### config.mk
export PLATFORM = sky130hd
export DESIGN_NAME = touch_measure_state_control
export DESIGN_NICKNAME = d
export VERILOG_FILES = /design/src/logic/touch_ctrl_pkg.sv /design/src/logic/touch_measure_state_control.sv /design/src/logic/touch_sync_edge.sv
export SDC_FILE = /design/constraint.sdc
export NUM_CORES = 1
export LEC_CHECK = 0
export ABC_AREA = 1
export ABC_CLOCK_PERIOD_IN_PS = 1400
export BUFFER_PORTS_ARGS = -buffer_cell sky130_fd_sc_hd__buf_2
export CORE_ASPECT_RATIO = 2
export CORE_MARGIN = 2
export CORE_UTILIZATION = 57
export DETAILED_ROUTE_END_ITERATION = 12
export GPL_ROUTABILITY_DRIVEN = 0
export HOLD_SLACK_MARGIN = 0.15
export PLACE_DENSITY = 0.94
export SLEW_MARGIN = 20
export SYNTH_ARGS = -nofsm -noshare
export SYNTH_HDL_FRONTEND = slang
export SYNTH_SLANG_ARGS = --single-unit
### constraint.sdc
create_clock -name core_clk_in -period 1.4 [get_ports core_clk_in]
set_input_delay 0.14 -clock core_clk_in [delete_from_list [all_inputs] [get_ports core_clk_in]]
set_output_delay 0.14 -clock core_clk_in [all_outputs]
set_load 0.03 [all_outputs]
### src/logic/touch_ctrl_pkg.sv
/*
 Package for the touch measurement state control block: register offsets,
 field positions, reset values, state encodings and timing counts.
 Assumes a 100 MHz core clock and a plain strobe register port.
*/
`default_nettype none
package touch_ctrl_pkg;
    localparam logic [3:0] ADDR_CONTROL_ZERO = 4'h0;
    localparam logic [3:0] ADDR_CONTROL_ONE = 4'h1;
    localparam logic [3:0] ADDR_STATUS = 4'h2;
    localparam logic [3:0] ADDR_SENSE = 4'h3;
    localparam int START_POS = 0;
    localparam int TRIG_SEL_POS = 1;
    localparam int SUSPEND_POS = 2;
    localparam int INIT_POS = 4;
    localparam int POWER_POS = 0;
    localparam logic [7:0] CONTROL_ZERO_RESET = 8'h00;
    localparam logic [7:0] CONTROL_ONE_RESET = 8'h00;
    localparam logic [7:0] STATUS_RESET = 8'h00;
    localparam logic [2:0] STATE_IDLE_CODE = 3'h0;
    localparam logic [2:0] STATE_CHARGE_CODE = 3'h1;
    localparam logic [2:0] STATE_COUNT_CODE = 3'h2;
    localparam logic [2:0] STATE_DONE_CODE = 3'h3;
    localparam int MEASURE_CYCLES = 32;
    localparam int SNZ_SETTLE_BASE_CYCLES = 64;
    typedef enum logic [2:0] {
        ST_STOPPED,
        ST_WAIT_START,
        ST_MEASURE,
        ST_PREP_TRIG,
        ST_SUSP_TRIG,
        ST_SW_SUSP
    } unit_state_t;
endpackage
`default_nettype wire

### src/logic/touch_measure_state_control.sv
/*
 Touch measurement state control: control registers, operating state machine,
 measurement supply and filter capacitor charge control, STOP-mode wake.
 Assumes a strobe register port on the core clock, an asynchronous interval
 timer trigger and an asynchronous CPU STOP indication.
*/
`timescale 1ns/1ps
`default_nettype none
module touch_measure_state_control (
    input wire logic core_clk_in,
    input wire logic rst_b_in,
    input wire logic [3:0] reg_addr_in,
    input wire logic [7:0] reg_wdata_in,
    input wire logic reg_write_in,
    input wire logic reg_read_in,
    input wire logic interval_trigger_in,
    input wire logic cpu_stop_in,
    output logic [7:0] reg_rdata_out,
    output logic measurement_supply_out,
    output logic filter_charge_out,
    output logic clock_request_out,
    output logic measure_done_out,
    output touch_ctrl_pkg::unit_state_t unit_state_out
);
    import touch_ctrl_pkg::*;

    localparam logic [5:0] MEASURE_LAST = 6'(MEASURE_CYCLES - 1);

    logic rst_sync1_q;
    logic rst_sync2_q;
    logic rst_b;
    logic trig_level;
    logic trig_rise;
    logic stop_level;
    logic stop_rise_unused;

    logic start_q, start_d;
    logic trig_sel_q, trig_sel_d;
    logic suspend_q, suspend_d;
    logic power_q, power_d;
    logic [2:0] meas_state_q, meas_state_d;
    logic [5:0] count_q, count_d;
    unit_state_t state_q, state_d;
    logic [7:0] rdata_q, rdata_d;
    logic supply_q, supply_d;
    logic charge_q, charge_d;
    logic clkreq_q, clkreq_d;
    logic done_q, done_d;
    logic wr_zero;
    logic start_write;
    logic init_write;
    logic measuring;
    logic run_ok;

    // Reset release through two flops keeps the release glitch-free.
    always_ff @(posedge core_clk_in or negedge rst_b_in) begin
        if (!rst_b_in) begin
            rst_sync1_q <= 1'b0;
            rst_sync2_q <= 1'b0;
        end else begin
            rst_sync1_q <= 1'b1;
            rst_sync2_q <= rst_sync1_q;
        end
    end
    assign rst_b = rst_sync2_q;

    // Trigger edge and STOP level come from other domains.
    touch_sync_edge u_trig_sync (
        .clk_in(core_clk_in),
        .rst_b_in(rst_b),
        .async_in(interval_trigger_in),
        .level_out(trig_level),
        .rise_out(trig_rise)
    );
    touch_sync_edge u_stop_sync (
        .clk_in(core_clk_in),
        .rst_b_in(rst_b),
        .async_in(cpu_stop_in),
        .level_out(stop_level),
        .rise_out(stop_rise_unused)
    );

    // Decode of a register write at a given offset, used for both controls.
    function automatic logic wr_hit(input logic [3:0] addr, input logic [3:0] target, input logic wr);
        wr_hit = wr && (addr == target);
    endfunction

    assign wr_zero = wr_hit(reg_addr_in, ADDR_CONTROL_ZERO, reg_write_in);
    assign start_write = wr_zero && reg_wdata_in[START_POS];
    assign init_write = wr_zero && reg_wdata_in[INIT_POS];
    assign measuring = (state_q == ST_MEASURE);
    // Only the two listed running combinations may run; a prohibited one falls to stopped.
    assign run_ok = power_d && !init_write && start_d && (trig_sel_d == suspend_d);

    // Control bits; completion clears start only on the software trigger path.
    always_comb begin
        start_d = start_q;
        trig_sel_d = trig_sel_q;
        suspend_d = suspend_q;
        power_d = power_q;
        if (wr_zero) begin
            trig_sel_d = reg_wdata_in[TRIG_SEL_POS];
            suspend_d = reg_wdata_in[SUSPEND_POS];
            if (start_write) begin
                start_d = 1'b1;
            end else begin
                start_d = 1'b0;
            end
        end else if (measuring && (count_q == MEASURE_LAST) && !trig_sel_q) begin
            start_d = 1'b0;
        end
        if (wr_hit(reg_addr_in, ADDR_CONTROL_ONE, reg_write_in)) begin
            power_d = reg_wdata_in[POWER_POS];
        end
    end

    // Operating state from the programmed combination and the trigger.
    always_comb begin
        state_d = ST_STOPPED;
        count_d = 6'h0;
        done_d = 1'b0;
        if (!run_ok) begin
            if (power_d && !init_write && suspend_d && !start_d && trig_sel_d) begin
                state_d = ST_PREP_TRIG;
            end else if (power_d && !init_write && suspend_d && !start_d && !trig_sel_d) begin
                state_d = ST_SW_SUSP;
            end else if (power_d && !init_write && !suspend_d && !start_d && !trig_sel_d) begin
                state_d = ST_WAIT_START;
            end
            if (measuring && !init_write && (count_q == MEASURE_LAST)) begin
                done_d = 1'b1;
            end
        end else if (measuring) begin
            if (count_q == MEASURE_LAST) begin
                done_d = 1'b1;
                state_d = trig_sel_q ? ST_SUSP_TRIG : ST_WAIT_START;
            end else begin
                state_d = ST_MEASURE;
                count_d = count_q + 6'h1;
            end
        end else if (trig_sel_d) begin
            // Suspension wait survives CPU STOP; a rise wakes the unit.
            state_d = trig_rise ? ST_MEASURE : ST_SUSP_TRIG;
        end else begin
            state_d = ST_MEASURE;
        end
    end

    // Status field follows the measurement phase; init clears it.
    always_comb begin
        meas_state_d = STATE_IDLE_CODE;
        if (init_write) begin
            meas_state_d = STATUS_RESET[2:0];
        end else if (state_d == ST_MEASURE) begin
            meas_state_d = (count_d < 6'h8) ? STATE_CHARGE_CODE : STATE_COUNT_CODE;
        end
    end

    // Pin-side outputs: supply and filter charge off in suspended states.
    always_comb begin
        supply_d = (state_d == ST_WAIT_START) || (state_d == ST_MEASURE);
        charge_d = supply_d;
        clkreq_d = (state_d == ST_MEASURE) && stop_level;
        rdata_d = 8'h00;
        if (reg_read_in) begin
            if (reg_addr_in == ADDR_CONTROL_ZERO) begin
                rdata_d = {5'h0, suspend_q, trig_sel_q, start_q};
            end else if (reg_addr_in == ADDR_CONTROL_ONE) begin
                rdata_d = {7'h0, power_q};
            end else if (reg_addr_in == ADDR_STATUS) begin
                rdata_d = {5'h0, meas_state_q};
            end else if (reg_addr_in == ADDR_SENSE) begin
                rdata_d = {5'h0, stop_level, trig_level, supply_q};
            end
        end
    end

    // All state except the reset and input synchronisers registered here.
    always_ff @(posedge core_clk_in or negedge rst_b) begin
        if (!rst_b) begin
            start_q <= CONTROL_ZERO_RESET[START_POS];
            trig_sel_q <= CONTROL_ZERO_RESET[TRIG_SEL_POS];
            suspend_q <= CONTROL_ZERO_RESET[SUSPEND_POS];
            power_q <= CONTROL_ONE_RESET[POWER_POS];
            meas_state_q <= STATUS_RESET[2:0];
            count_q <= 6'h0;
            state_q <= ST_STOPPED;
            rdata_q <= 8'h00;
            supply_q <= 1'b0;
            charge_q <= 1'b0;
            clkreq_q <= 1'b0;
            done_q <= 1'b0;
        end else begin
            start_q <= start_d;
            trig_sel_q <= trig_sel_d;
            suspend_q <= suspend_d;
            power_q <= power_d;
            meas_state_q <= meas_state_d;
            count_q <= count_d;
            state_q <= state_d;
            rdata_q <= rdata_d;
            supply_q <= supply_d;
            charge_q <= charge_d;
            clkreq_q <= clkreq_d;
            done_q <= done_d;
        end
    end

    assign reg_rdata_out = rdata_q;
    assign measurement_supply_out = supply_q;
    assign filter_charge_out = charge_q;
    assign clock_request_out = clkreq_q;
    assign measure_done_out = done_q;
    assign unit_state_out = state_q;

    // Checks on the state machine and its pin outputs.
    a_supply_off_susp: assert property (@(posedge core_clk_in) disable iff (!rst_b)
        (state_q == ST_SUSP_TRIG || state_q == ST_SW_SUSP || state_q == ST_PREP_TRIG) |-> !measurement_supply_out)
        else $error("Supply on while suspended.");
    a_status_measure: assert property (@(posedge core_clk_in) disable iff (!rst_b)
        (state_q == ST_MEASURE) |-> (meas_state_q != 3'h0))
        else $error("Status zero while measuring.");
    a_status_wait: assert property (@(posedge core_clk_in) disable iff (!rst_b)
        (state_q == ST_SUSP_TRIG) |-> (meas_state_q == 3'h0))
        else $error("Status nonzero while awaiting trigger.");
    a_trig_wakes: assert property (@(posedge core_clk_in) disable iff (!rst_b)
        (state_q == ST_SUSP_TRIG && trig_rise && start_q && !wr_zero) |=> (state_q == ST_MEASURE))
        else $error("Trigger edge did not start measurement.");
    a_sw_done_clear: assert property (@(posedge core_clk_in) disable iff (!rst_b)
        (measuring && count_q == MEASURE_LAST && !trig_sel_q && !wr_zero) |=> !start_q)
        else $error("Start not cleared at completion.");
    a_ext_rearm: assert property (@(posedge core_clk_in) disable iff (!rst_b)
        (measuring && count_q == MEASURE_LAST && trig_sel_q && !wr_zero) |=> (start_q && state_q == ST_SUSP_TRIG))
        else $error("External trigger not rearmed.");
    a_force_stop: assert property (@(posedge core_clk_in) disable iff (!rst_b)
        (init_write && !start_write) |=> (!start_q && state_q != ST_MEASURE && meas_state_q == 3'h0))
        else $error("Forced stop did not halt.");
    a_start_stopped: assert property (@(posedge core_clk_in) disable iff (!rst_b)
        !start_q |-> (state_q != ST_MEASURE && state_q != ST_SUSP_TRIG))
        else $error("Running with start clear.");
    a_sw_suspend: assert property (@(posedge core_clk_in) disable iff (!rst_b)
        (power_q && suspend_q && !trig_sel_q && !start_q && !$past(wr_zero)) |-> (state_q == ST_SW_SUSP))
        else $error("Software suspend not entered.");
    a_clk_request: assert property (@(posedge core_clk_in) disable iff (!rst_b)
        (state_q == ST_MEASURE && stop_level) |=> (clock_request_out || state_q != ST_MEASURE))
        else $error("No clock request in STOP.");
    // Further checks on supply, restart, prohibited settings and pulses.
    a_charge_follows: assert property (@(posedge core_clk_in) disable iff (!rst_b)
        filter_charge_out == measurement_supply_out)
        else $error("Filter charge differs from supply.");
    a_start_ignored: assert property (@(posedge core_clk_in) disable iff (!rst_b)
        (measuring && start_write && !init_write && count_q != MEASURE_LAST && reg_wdata_in[TRIG_SEL_POS] == trig_sel_q
            && reg_wdata_in[SUSPEND_POS] == suspend_q) |=> (state_q == ST_MEASURE && start_q))
        else $error("Repeated start disturbed measurement.");
    a_prohibited_stop: assert property (@(posedge core_clk_in) disable iff (!rst_b)
        (power_q && start_q && (suspend_q != trig_sel_q)) |-> (state_q == ST_STOPPED))
        else $error("Prohibited setting did not stop.");
    a_supply_measure: assert property (@(posedge core_clk_in) disable iff (!rst_b)
        (state_q == ST_MEASURE) |-> (measurement_supply_out && filter_charge_out))
        else $error("Supply off while measuring.");
    a_wait_supply: assert property (@(posedge core_clk_in) disable iff (!rst_b)
        (state_q == ST_WAIT_START) |-> measurement_supply_out)
        else $error("Supply off while waiting for start.");
    a_done_pulse: assert property (@(posedge core_clk_in) disable iff (!rst_b)
        measure_done_out |=> !measure_done_out)
        else $error("Done pulse longer than one cycle.");

    // Cover points for the main scenarios.
    c_ext_measure: cover property (@(posedge core_clk_in) disable iff (!rst_b)
        state_q == ST_SUSP_TRIG ##1 state_q == ST_MEASURE);
    c_sw_measure: cover property (@(posedge core_clk_in) disable iff (!rst_b)
        state_q == ST_WAIT_START ##1 state_q == ST_MEASURE);
    c_stop_wake: cover property (@(posedge core_clk_in) disable iff (!rst_b)
        clock_request_out);
    c_forced_stop: cover property (@(posedge core_clk_in) disable iff (!rst_b)
        state_q == ST_MEASURE ##1 state_q == ST_STOPPED);
endmodule // touch_measure_state_control
`default_nettype wire

### src/logic/touch_sync_edge.sv
/*
 Three-flop input synchroniser with rising-edge detect.
 Assumes the input is asynchronous to the clock.
*/
`timescale 1ns/1ps
`default_nettype none
module touch_sync_edge (
    input wire logic clk_in,
    input wire logic rst_b_in,
    input wire logic async_in,
    output logic level_out,
    output logic rise_out
);
    logic [2:0] sync_q;
    logic [2:0] sync_d;
    logic level_q;
    logic level_d;
    logic rise_q;
    logic rise_d;
    // The change counts only once stages two and three agree.
    always_comb begin
        sync_d = {sync_q[1:0], async_in};
        level_d = level_q;
        if (sync_q[2] == sync_q[1]) begin
            level_d = sync_q[2];
        end
        rise_d = level_d & ~level_q;
    end
    // Registered stage; the first flop feeds only the second.
    always_ff @(posedge clk_in or negedge rst_b_in) begin
        if (!rst_b_in) begin
            sync_q <= 3'h0;
            level_q <= 1'b0;
            rise_q <= 1'b0;
        end else begin
            sync_q <= sync_d;
            level_q <= level_d;
            rise_q <= rise_d;
        end
    end
    assign level_out = level_q;
    assign rise_out = rise_q;
endmodule // touch_sync_edge
`default_nettype wire

; ---- Word-level counts from Yosys, hierarchy flattened
; Cells that the tools add are included.
[word_totals]
inputBits = 18
elab_cells = 89
output_inout_bits = 15
regBits = 38
[classes]
reduce_logical = 26
bitwise_logic = 2
add_sub_neg = 1
eq_ne = 10
mux = 31
magnitude_cmp = 1
[ops]
columns = op, count
row1 = two-way mux 3 bit, 14
row2 = logical AND 1 bit, 19
row3 = two-way mux 6 bit, 3
row4 = two-way mux 1 bit, 12
row5 = "== test 4 x 2 -> 1 bit, second input constant", 2
row6 = "adder 6 x 1 -> 6 bit, second input constant", 1
row7 = "== test 3 x 2 -> 1 bit, second input constant", 2
row8 = "== test 6 x 5 -> 1 bit, second input constant", 1
row9 = "less-than comparator 6 x 4 -> 1 bit, second input constant", 1
row10 = logical NOT 1 bit, 5
row11 = "== test 4 x 1 -> 1 bit, second input constant", 1
row12 = logical NOT 4 bit, 1
row13 = two-way mux 2 bit, 2
row14 = == test 1 bit, 3
row15 = "== test 3 x 1 -> 1 bit, second input constant", 1
row16 = AND 1 bit, 1
row17 = logical OR 1 bit, 1
row18 = inverter 1 bit, 1

; ---- Logic depth before layout (Yosys ltp)
[depth]
depth_word = 15
ltp_mapped = 13
depth_no_buf = 13

; ---- Modules after synthesis
; Synthesis repeated with hierarchy kept, for this count alone.
[unflattened]
hier_cells = 179
hier_area_um2 = 1595.3
[by_module_without_submodules]
columns = module, cells_each, seq_area_each_um2, area_per_inst_um2, instances
row1 = touch_measure_state_control, 157, 575.6, 1297.5, 1
row2 = touch_sync_edge, 11, 125.1, 148.9, 2

; ---- Worst setup path after synthesis
; OpenSTA, ideal clock, no wires.
[synth_timing]
kind = flip-flop to flip-flop
startpoint = register state_q[2], in the netlist unit_state_out[2]
endpoint = register charge_q, in the netlist filter_charge_out
stages_incl_launch_ff = 12
setup_ps = 65
path_slack_ps = -236
path_buffers = 0
t_arrival_ps = 1571
period_less_slack_ps = 1636
required_ps = 1335
path_cell_list = dfrtp_1 -> inv_1 -> nand3_1 -> nor2_1 -> nand2_1 -> nand2_1 -> nand2_2 -> nand2_2 -> nor2_8 -> a21oi_1 -> nand3_2 -> nand2_1
[synth_via]
elab_chain_len = 14
elab_cells_between_ends = 21
classes_between = 3 x eq/ne / 7 x mux / 11 x reduce/logical
[synth_rtl]
columns = element, line
row1 = "start, declared", touch_measure_state_control.sv:43  ; unit_state_t state_q, state_d;
row2 = "start signal, assigned", touch_measure_state_control.sv:200  ; state_q <= state_d;
row3 = == test 3 x 2 -> 1 bit (*), touch_measure_state_control.sv:91  ; assign measuring = (state_q == ST_MEASURE);
row4 = logical AND 1 bit (*) (2 in a row), touch_measure_state_control.sv:109  ; end else if (measuring && (count_q == MEASURE_LAST) && !trig_sel_q) begin
row5 = two-way mux 1 bit (*), touch_measure_state_control.sv:109
row6 = two-way mux 1 bit (*), touch_measure_state_control.sv:101  ; if (wr_zero) begin
row7 = named net start_d, touch_measure_state_control.sv:37  ; logic start_q, start_d;
row8 = logical NOT 1 bit, "touch_measure_state_control.sv:123, touch_measure_state_control.sv:125, touch_measure_state_control.sv:127"
row9 = logical AND 1 bit (2 in a row), touch_measure_state_control.sv:127  ; end else if (power_d && !init_write && !suspend_d && !start_d && !trig_sel_d) begin
row10 = two-way mux 1 bit, touch_measure_state_control.sv:127
row11 = two-way mux 3 bit, touch_measure_state_control.sv:125  ; end else if (power_d && !init_write && suspend_d && !start_d && !trig_sel_d) begin
row12 = two-way mux 3 bit, touch_measure_state_control.sv:123  ; if (power_d && !init_write && suspend_d && !start_d && trig_sel_d) begin
row13 = two-way mux 3 bit (*), touch_measure_state_control.sv:122  ; if (!run_ok) begin
row14 = == test 3 x 1 -> 1 bit or == test 3 x 2 -> 1 bit (tied branches), touch_measure_state_control.sv:161  ; supply_d = (state_d == ST_WAIT_START) || (state_d == ST_MEASURE);
row15 = logical OR 1 bit (*), touch_measure_state_control.sv:161
row16 = named net charge_d, touch_measure_state_control.sv:46  ; logic charge_q, charge_d;
row17 = "end signal, assigned", touch_measure_state_control.sv:203  ; charge_q <= charge_d;
row18 = "end, declared", touch_measure_state_control.sv:46
; The timed path passes the listed nets; every way through them passes the cells marked *.
; A chain may end at the register's enable or synchronous reset.

; ---- Worst setup path in the final report
[layout_timing]
startpoint = register count_q[1]
endpoint = register charge_q, in the netlist filter_charge_out
[layout_via]
elab_cells_between_ends = 22
classes_between = 3 x eq/ne / 8 x mux / 11 x reduce/logical
[layout_lines]
columns = element, line
row1 = "start, declared", touch_measure_state_control.sv:42  ; logic [5:0] count_q, count_d;
row2 = "start signal, assigned", touch_measure_state_control.sv:199  ; count_q <= count_d;
row3 = == test 6 x 5 -> 1 bit (*), touch_measure_state_control.sv:109
row4 = logical AND 1 bit (*) (2 in a row), touch_measure_state_control.sv:109
row5 = two-way mux 1 bit (*), touch_measure_state_control.sv:109
row6 = two-way mux 1 bit (*), touch_measure_state_control.sv:101
row7 = named net start_d, touch_measure_state_control.sv:37
row8 = logical NOT 1 bit, touch_measure_state_control.sv:123
row9 = logical AND 1 bit (2 in a row), touch_measure_state_control.sv:123
row10 = two-way mux 3 bit, touch_measure_state_control.sv:123
row11 = two-way mux 3 bit (*), touch_measure_state_control.sv:122
row12 = named net state_d[1], touch_measure_state_control.sv:43
row13 = == test 3 x 1 -> 1 bit or == test 3 x 2 -> 1 bit (tied branches), touch_measure_state_control.sv:161
row14 = logical OR 1 bit (*), touch_measure_state_control.sv:161
row15 = named net charge_d, touch_measure_state_control.sv:46
; Marks and branches as above.

==> qor.yml <==
clock-sinks: 32
start_util_pct: 60.7
hold_viol_final: 0
cp-start-kind: "flop"
critPathLaunch: "count_q[1]$_DFF_PN0_"
wl_per_cell_microns: 17.1
violations: "setup timing"
drive_gt1_share_pct: 46.0
max_freq_mhz: 579
cp.depth: 13
hold_slack_ns: 0.159
slew_viol_final: 0
path_common_cell: "nand2_4"
endpoint: "filter_charge_out$_DFF_PN0_"
portBuffers: 23
p_per_area_mw_per_mm2: 1290
period_share_pct: 123
ys_warn_count: 0
fin_ws_ns: -0.326
synth-main-ff-cell: "dfrtp_1"
synthSimpleGateAreaFrac_pct: 31.1
antenna_found_initial: 0
cts.path.max_buffers: 2
utilization_pct: 86.3
power.leakage_uw: 0.00116
synth_seq_cells: 32
synth_edf_count: 0
async_flop_share_pct: 100
grt_first_pass_wirelength_microns: 6600
netlist_area_sq_mm: 0.00156
netlist_instances: 171
synth-xor-area-share_pct: 1.12
rsz0062_at_grt: "yes"
grt_pass1_vias: 1530
drt_pass1_iterations: 5
ys_seq_area_share_pct: 51.4
via_per_inst: 5.48
overflow: 0
core.rowCount: 26
post-route-min-period_ns: 1.73
insertion_delay_ns: 0.29
muxShareOfSynthArea_pct: 0
cpPeakStageDelay_ns: 0.39
finClkSkew_ns: 0.00558
cts_buffers: 5
critPathTopFamily: "simple AND/OR/NAND/NOR gates"
cap_violations: 0
drc: 0
cts_root_buf: "clkbuf_8"
drtIter0Drc: 84
cts_tree: "yes"
cp_data_arrival_time_ns: 1.91
hpwl_microns: 2850
clk_pin_slew_ns: 0.07
synth_top_family_by_area: "simple AND/OR/NAND/NOR gates"
path_buf_inv: 1
ios: 33
totalWireLength_microns: 4530
crit-reg2reg-launch: "count_q[1]$_DFF_PN0_"
antennaDiodeCount: 0
hold_class: "primary input to asynchronous set/reset pin"
syn2layout_area_growth_pct: 42.3
num_vias: 1451
synth_cell_types: 29
setup_viol: 13
grt_usage_pct: 31.5
critical-path-slowest-cell: "dfrtp_1"
die-area_sq_mm: 0.00319
crit_chain: "ha_2 > nand3_4 > nor2_4 > nand2_2 > nand2_2 > nand2_4 > nand2_4 > nor2_8 > nand2_4 > nand2_4 > inv_2 > nand3_2 > nand2_2"
synthAdderAreaFrac_pct: 1.44
r2r_slack_ns: -0.33
die_x_microns: 41.0
nets: 255
htree_levels: 2
required_ns: 1.58
status: "finished with violations"
r2r_cells: 13
r2r_end: "filter_charge_out$_DFF_PN0_"
ir_worst_vdd_v: 0.00106
grt_max_degree: 14
critPathMaxFanout: 7
path_class: "flop to flop"
avgSynthCellArea_sq_um: 9.12
dieHeight_microns: 78.0
antenna_left: 0
synth_compound_gate_area_share_pct: 3.37
end_kind: "flop"
core_area_sq_mm: 0.00257
[kinds of logic (layout without fill, tap and decap cells)]
| logic type | count (synthesis) | after routing |
|---|---|---|
| other cells | 2 | 6 |
| xor+xnor | 2 | 2 |
| fa+ha+maj | 2 | 2 |
| compound gates | 9 | 9 |
| buf+inv | 38 | 100 |
| flops | 32 | 32 |
| simple gates | 86 | 86 |
[worst min-delay path by stage]
stage | end | cells after the start | startpoint
2_1_floorplan | rst_b$_DFF_PN0_ | 0 | rst_b_in
3_3_place_gp | rst_sync1_q$_DFF_PN0_ | 1 | rst_b_in
3_5_place_dp | rst_b$_DFF_PN0_ | 1 | rst_b_in
4_1_cts | rst_b$_DFF_PN0_ | 2 | rst_b_in
5_1_grt | rst_b$_DFF_PN0_ | 2 | rst_b_in
6_report | rst_b$_DFF_PN0_ | 2 | rst_b_in
[cells in the mapped netlist, types with 2 or more instances]
| library cell | number | share of area [%] |
|---|---|---|
| a21oi_1 | 2 | 0.64 |
| nand4_1 | 10 | 4.0 |
| inv_2 | 3 | 0.72 |
| nor2_1 | 16 | 3.9 |
| nor4_2 | 2 | 1.6 |
| xor2_1 | 2 | 1.1 |
| buf_4 | 8 | 3.9 |
| nor2_2 | 2 | 0.80 |
| nor3_1 | 4 | 1.3 |
| conb_1 | 2 | 0.48 |
| nand2_4 | 3 | 2.2 |
| inv_1 | 27 | 6.5 |
| dfrtp_1 | 32 | 51 |
| o21ai_0 | 3 | 0.96 |
| nand3_1 | 8 | 2.6 |
| nor2_4 | 2 | 1.4 |
| nand2_1 | 26 | 6.3 |
| nand2_2 | 8 | 3.2 |
[repair_timing]
| action | in CTS | in global routing |
|---|---|---|
| hold buffers | 5 | 0 |
| setup endpoints to repair | 13 | 14 |
| buffers inserted | 2 | 3 |
| gates resized for setup | 12 | 10 |
| gates cloned | 0 | 0 |
| pin swaps | 7 | 10 |
| endpoints found under the hold margin | 12 | 0 |
[state kept, by name, indices dropped and copies added, names as in the netlist, 2 cells and up]
| name | cells |
|---|---|
| count_q | 6 |
| meas_state_q | 2 |
| reg_rdata_out | 3 |
| u_stop_sync.sync_q | 3 |
| u_trig_sync.sync_q | 3 |
| unit_state_out | 3 |
[where the power goes]
group / switching (uW) / total [uW] / leakage [uW] / internal, uW
logic: 571 / 902 / 0.000705 / 331
registers: 64.9 / 1080 / 0.000406 / 1020
clock network: 349 / 875 / 0.0000541 / 526
[worst register-to-register path, cell delays in order (launching register included)]
cell	delay [ns]
dfrtp_1	0.39
ha_2	0.21
nand3_4	0.10
nor2_4	0.05
nand2_2	0.07
nand2_2	0.08
nand2_4	0.10
nand2_4	0.08
nor2_8	0.22
nand2_4	0.09
nand2_4	0.07
inv_2	0.04
nand3_2	0.06
nand2_2	0.06
[per-stage QoR]
step / power [uW] / setup slack, ns / setup TNS (ns) / cells / instance area, sq um
2_1_floorplan: 1580 / -0.0850 / -0.225 / 175 / 1610
3_3_place_gp: 1810 / -0.107 / -0.502 / 247 / 1930
3_5_place_dp: 1840 / -0.213 / -1.31 / 247 / 1930
4_1_cts: 2790 / -0.194 / -1.87 / 262 / 2150
5_1_grt: 2980 / -0.385 / -3.97 / 265 / 2220
6_report: 2860 / -0.326 / -3.14 / 265 / 2220
[layer usage]
metal / share of wire [%] / wire, microns / vias up / GRT usage (%)
li1: - / - / 656 / -
met1: 34 / 1520 / 700 / 27.8
met2: 54 / 2470 / 70 / 51.6
met3: 5.3 / 239 / 25 / 9.14
met4: 6.7 / 304 / 0 / 25.7
met5: 0 / 0 / - / 0
[final cells by class]
class,instances,area (sq um)
multi-input combinational,105,711
fill,138,352
tap,28,35.0
clock buffer,5,68.8
sequential,32,805
clock inverter,3,42.5
inverter,30,113
timing repair buffer,62,444
[layout by cell type (no fill, tap or decap), types with 2 or more instances in the layout]
| cell | netlist | routed |
|---|---|---|
| inv_1 | 27 | 26 |
| nor4_2 | 2 | 2 |
| o21ai_0 | 3 | 3 |
| dlygate4sd3_1 | 0 | 5 |
| buf_4 | 8 | 30 |
| dfrtp_2 | 0 | 3 |
| conb_1 | 2 | 6 |
| nor2_4 | 2 | 5 |
| nand3_1 | 8 | 6 |
| xor2_1 | 2 | 2 |
| nand2_1 | 26 | 21 |
| nand2_2 | 8 | 10 |
| inv_2 | 3 | 4 |
| dfrtp_1 | 32 | 29 |
| nand4_1 | 10 | 10 |
| nor2_1 | 16 | 12 |
| nand3_4 | 1 | 3 |
| nand2_4 | 3 | 6 |
| clkbuf_8 | 0 | 5 |
| nor3_2 | 0 | 3 |
| buf_2 | 0 | 23 |
| nor2_2 | 2 | 3 |
| buf_6 | 0 | 3 |
Power figures use the tool's default switching activity.
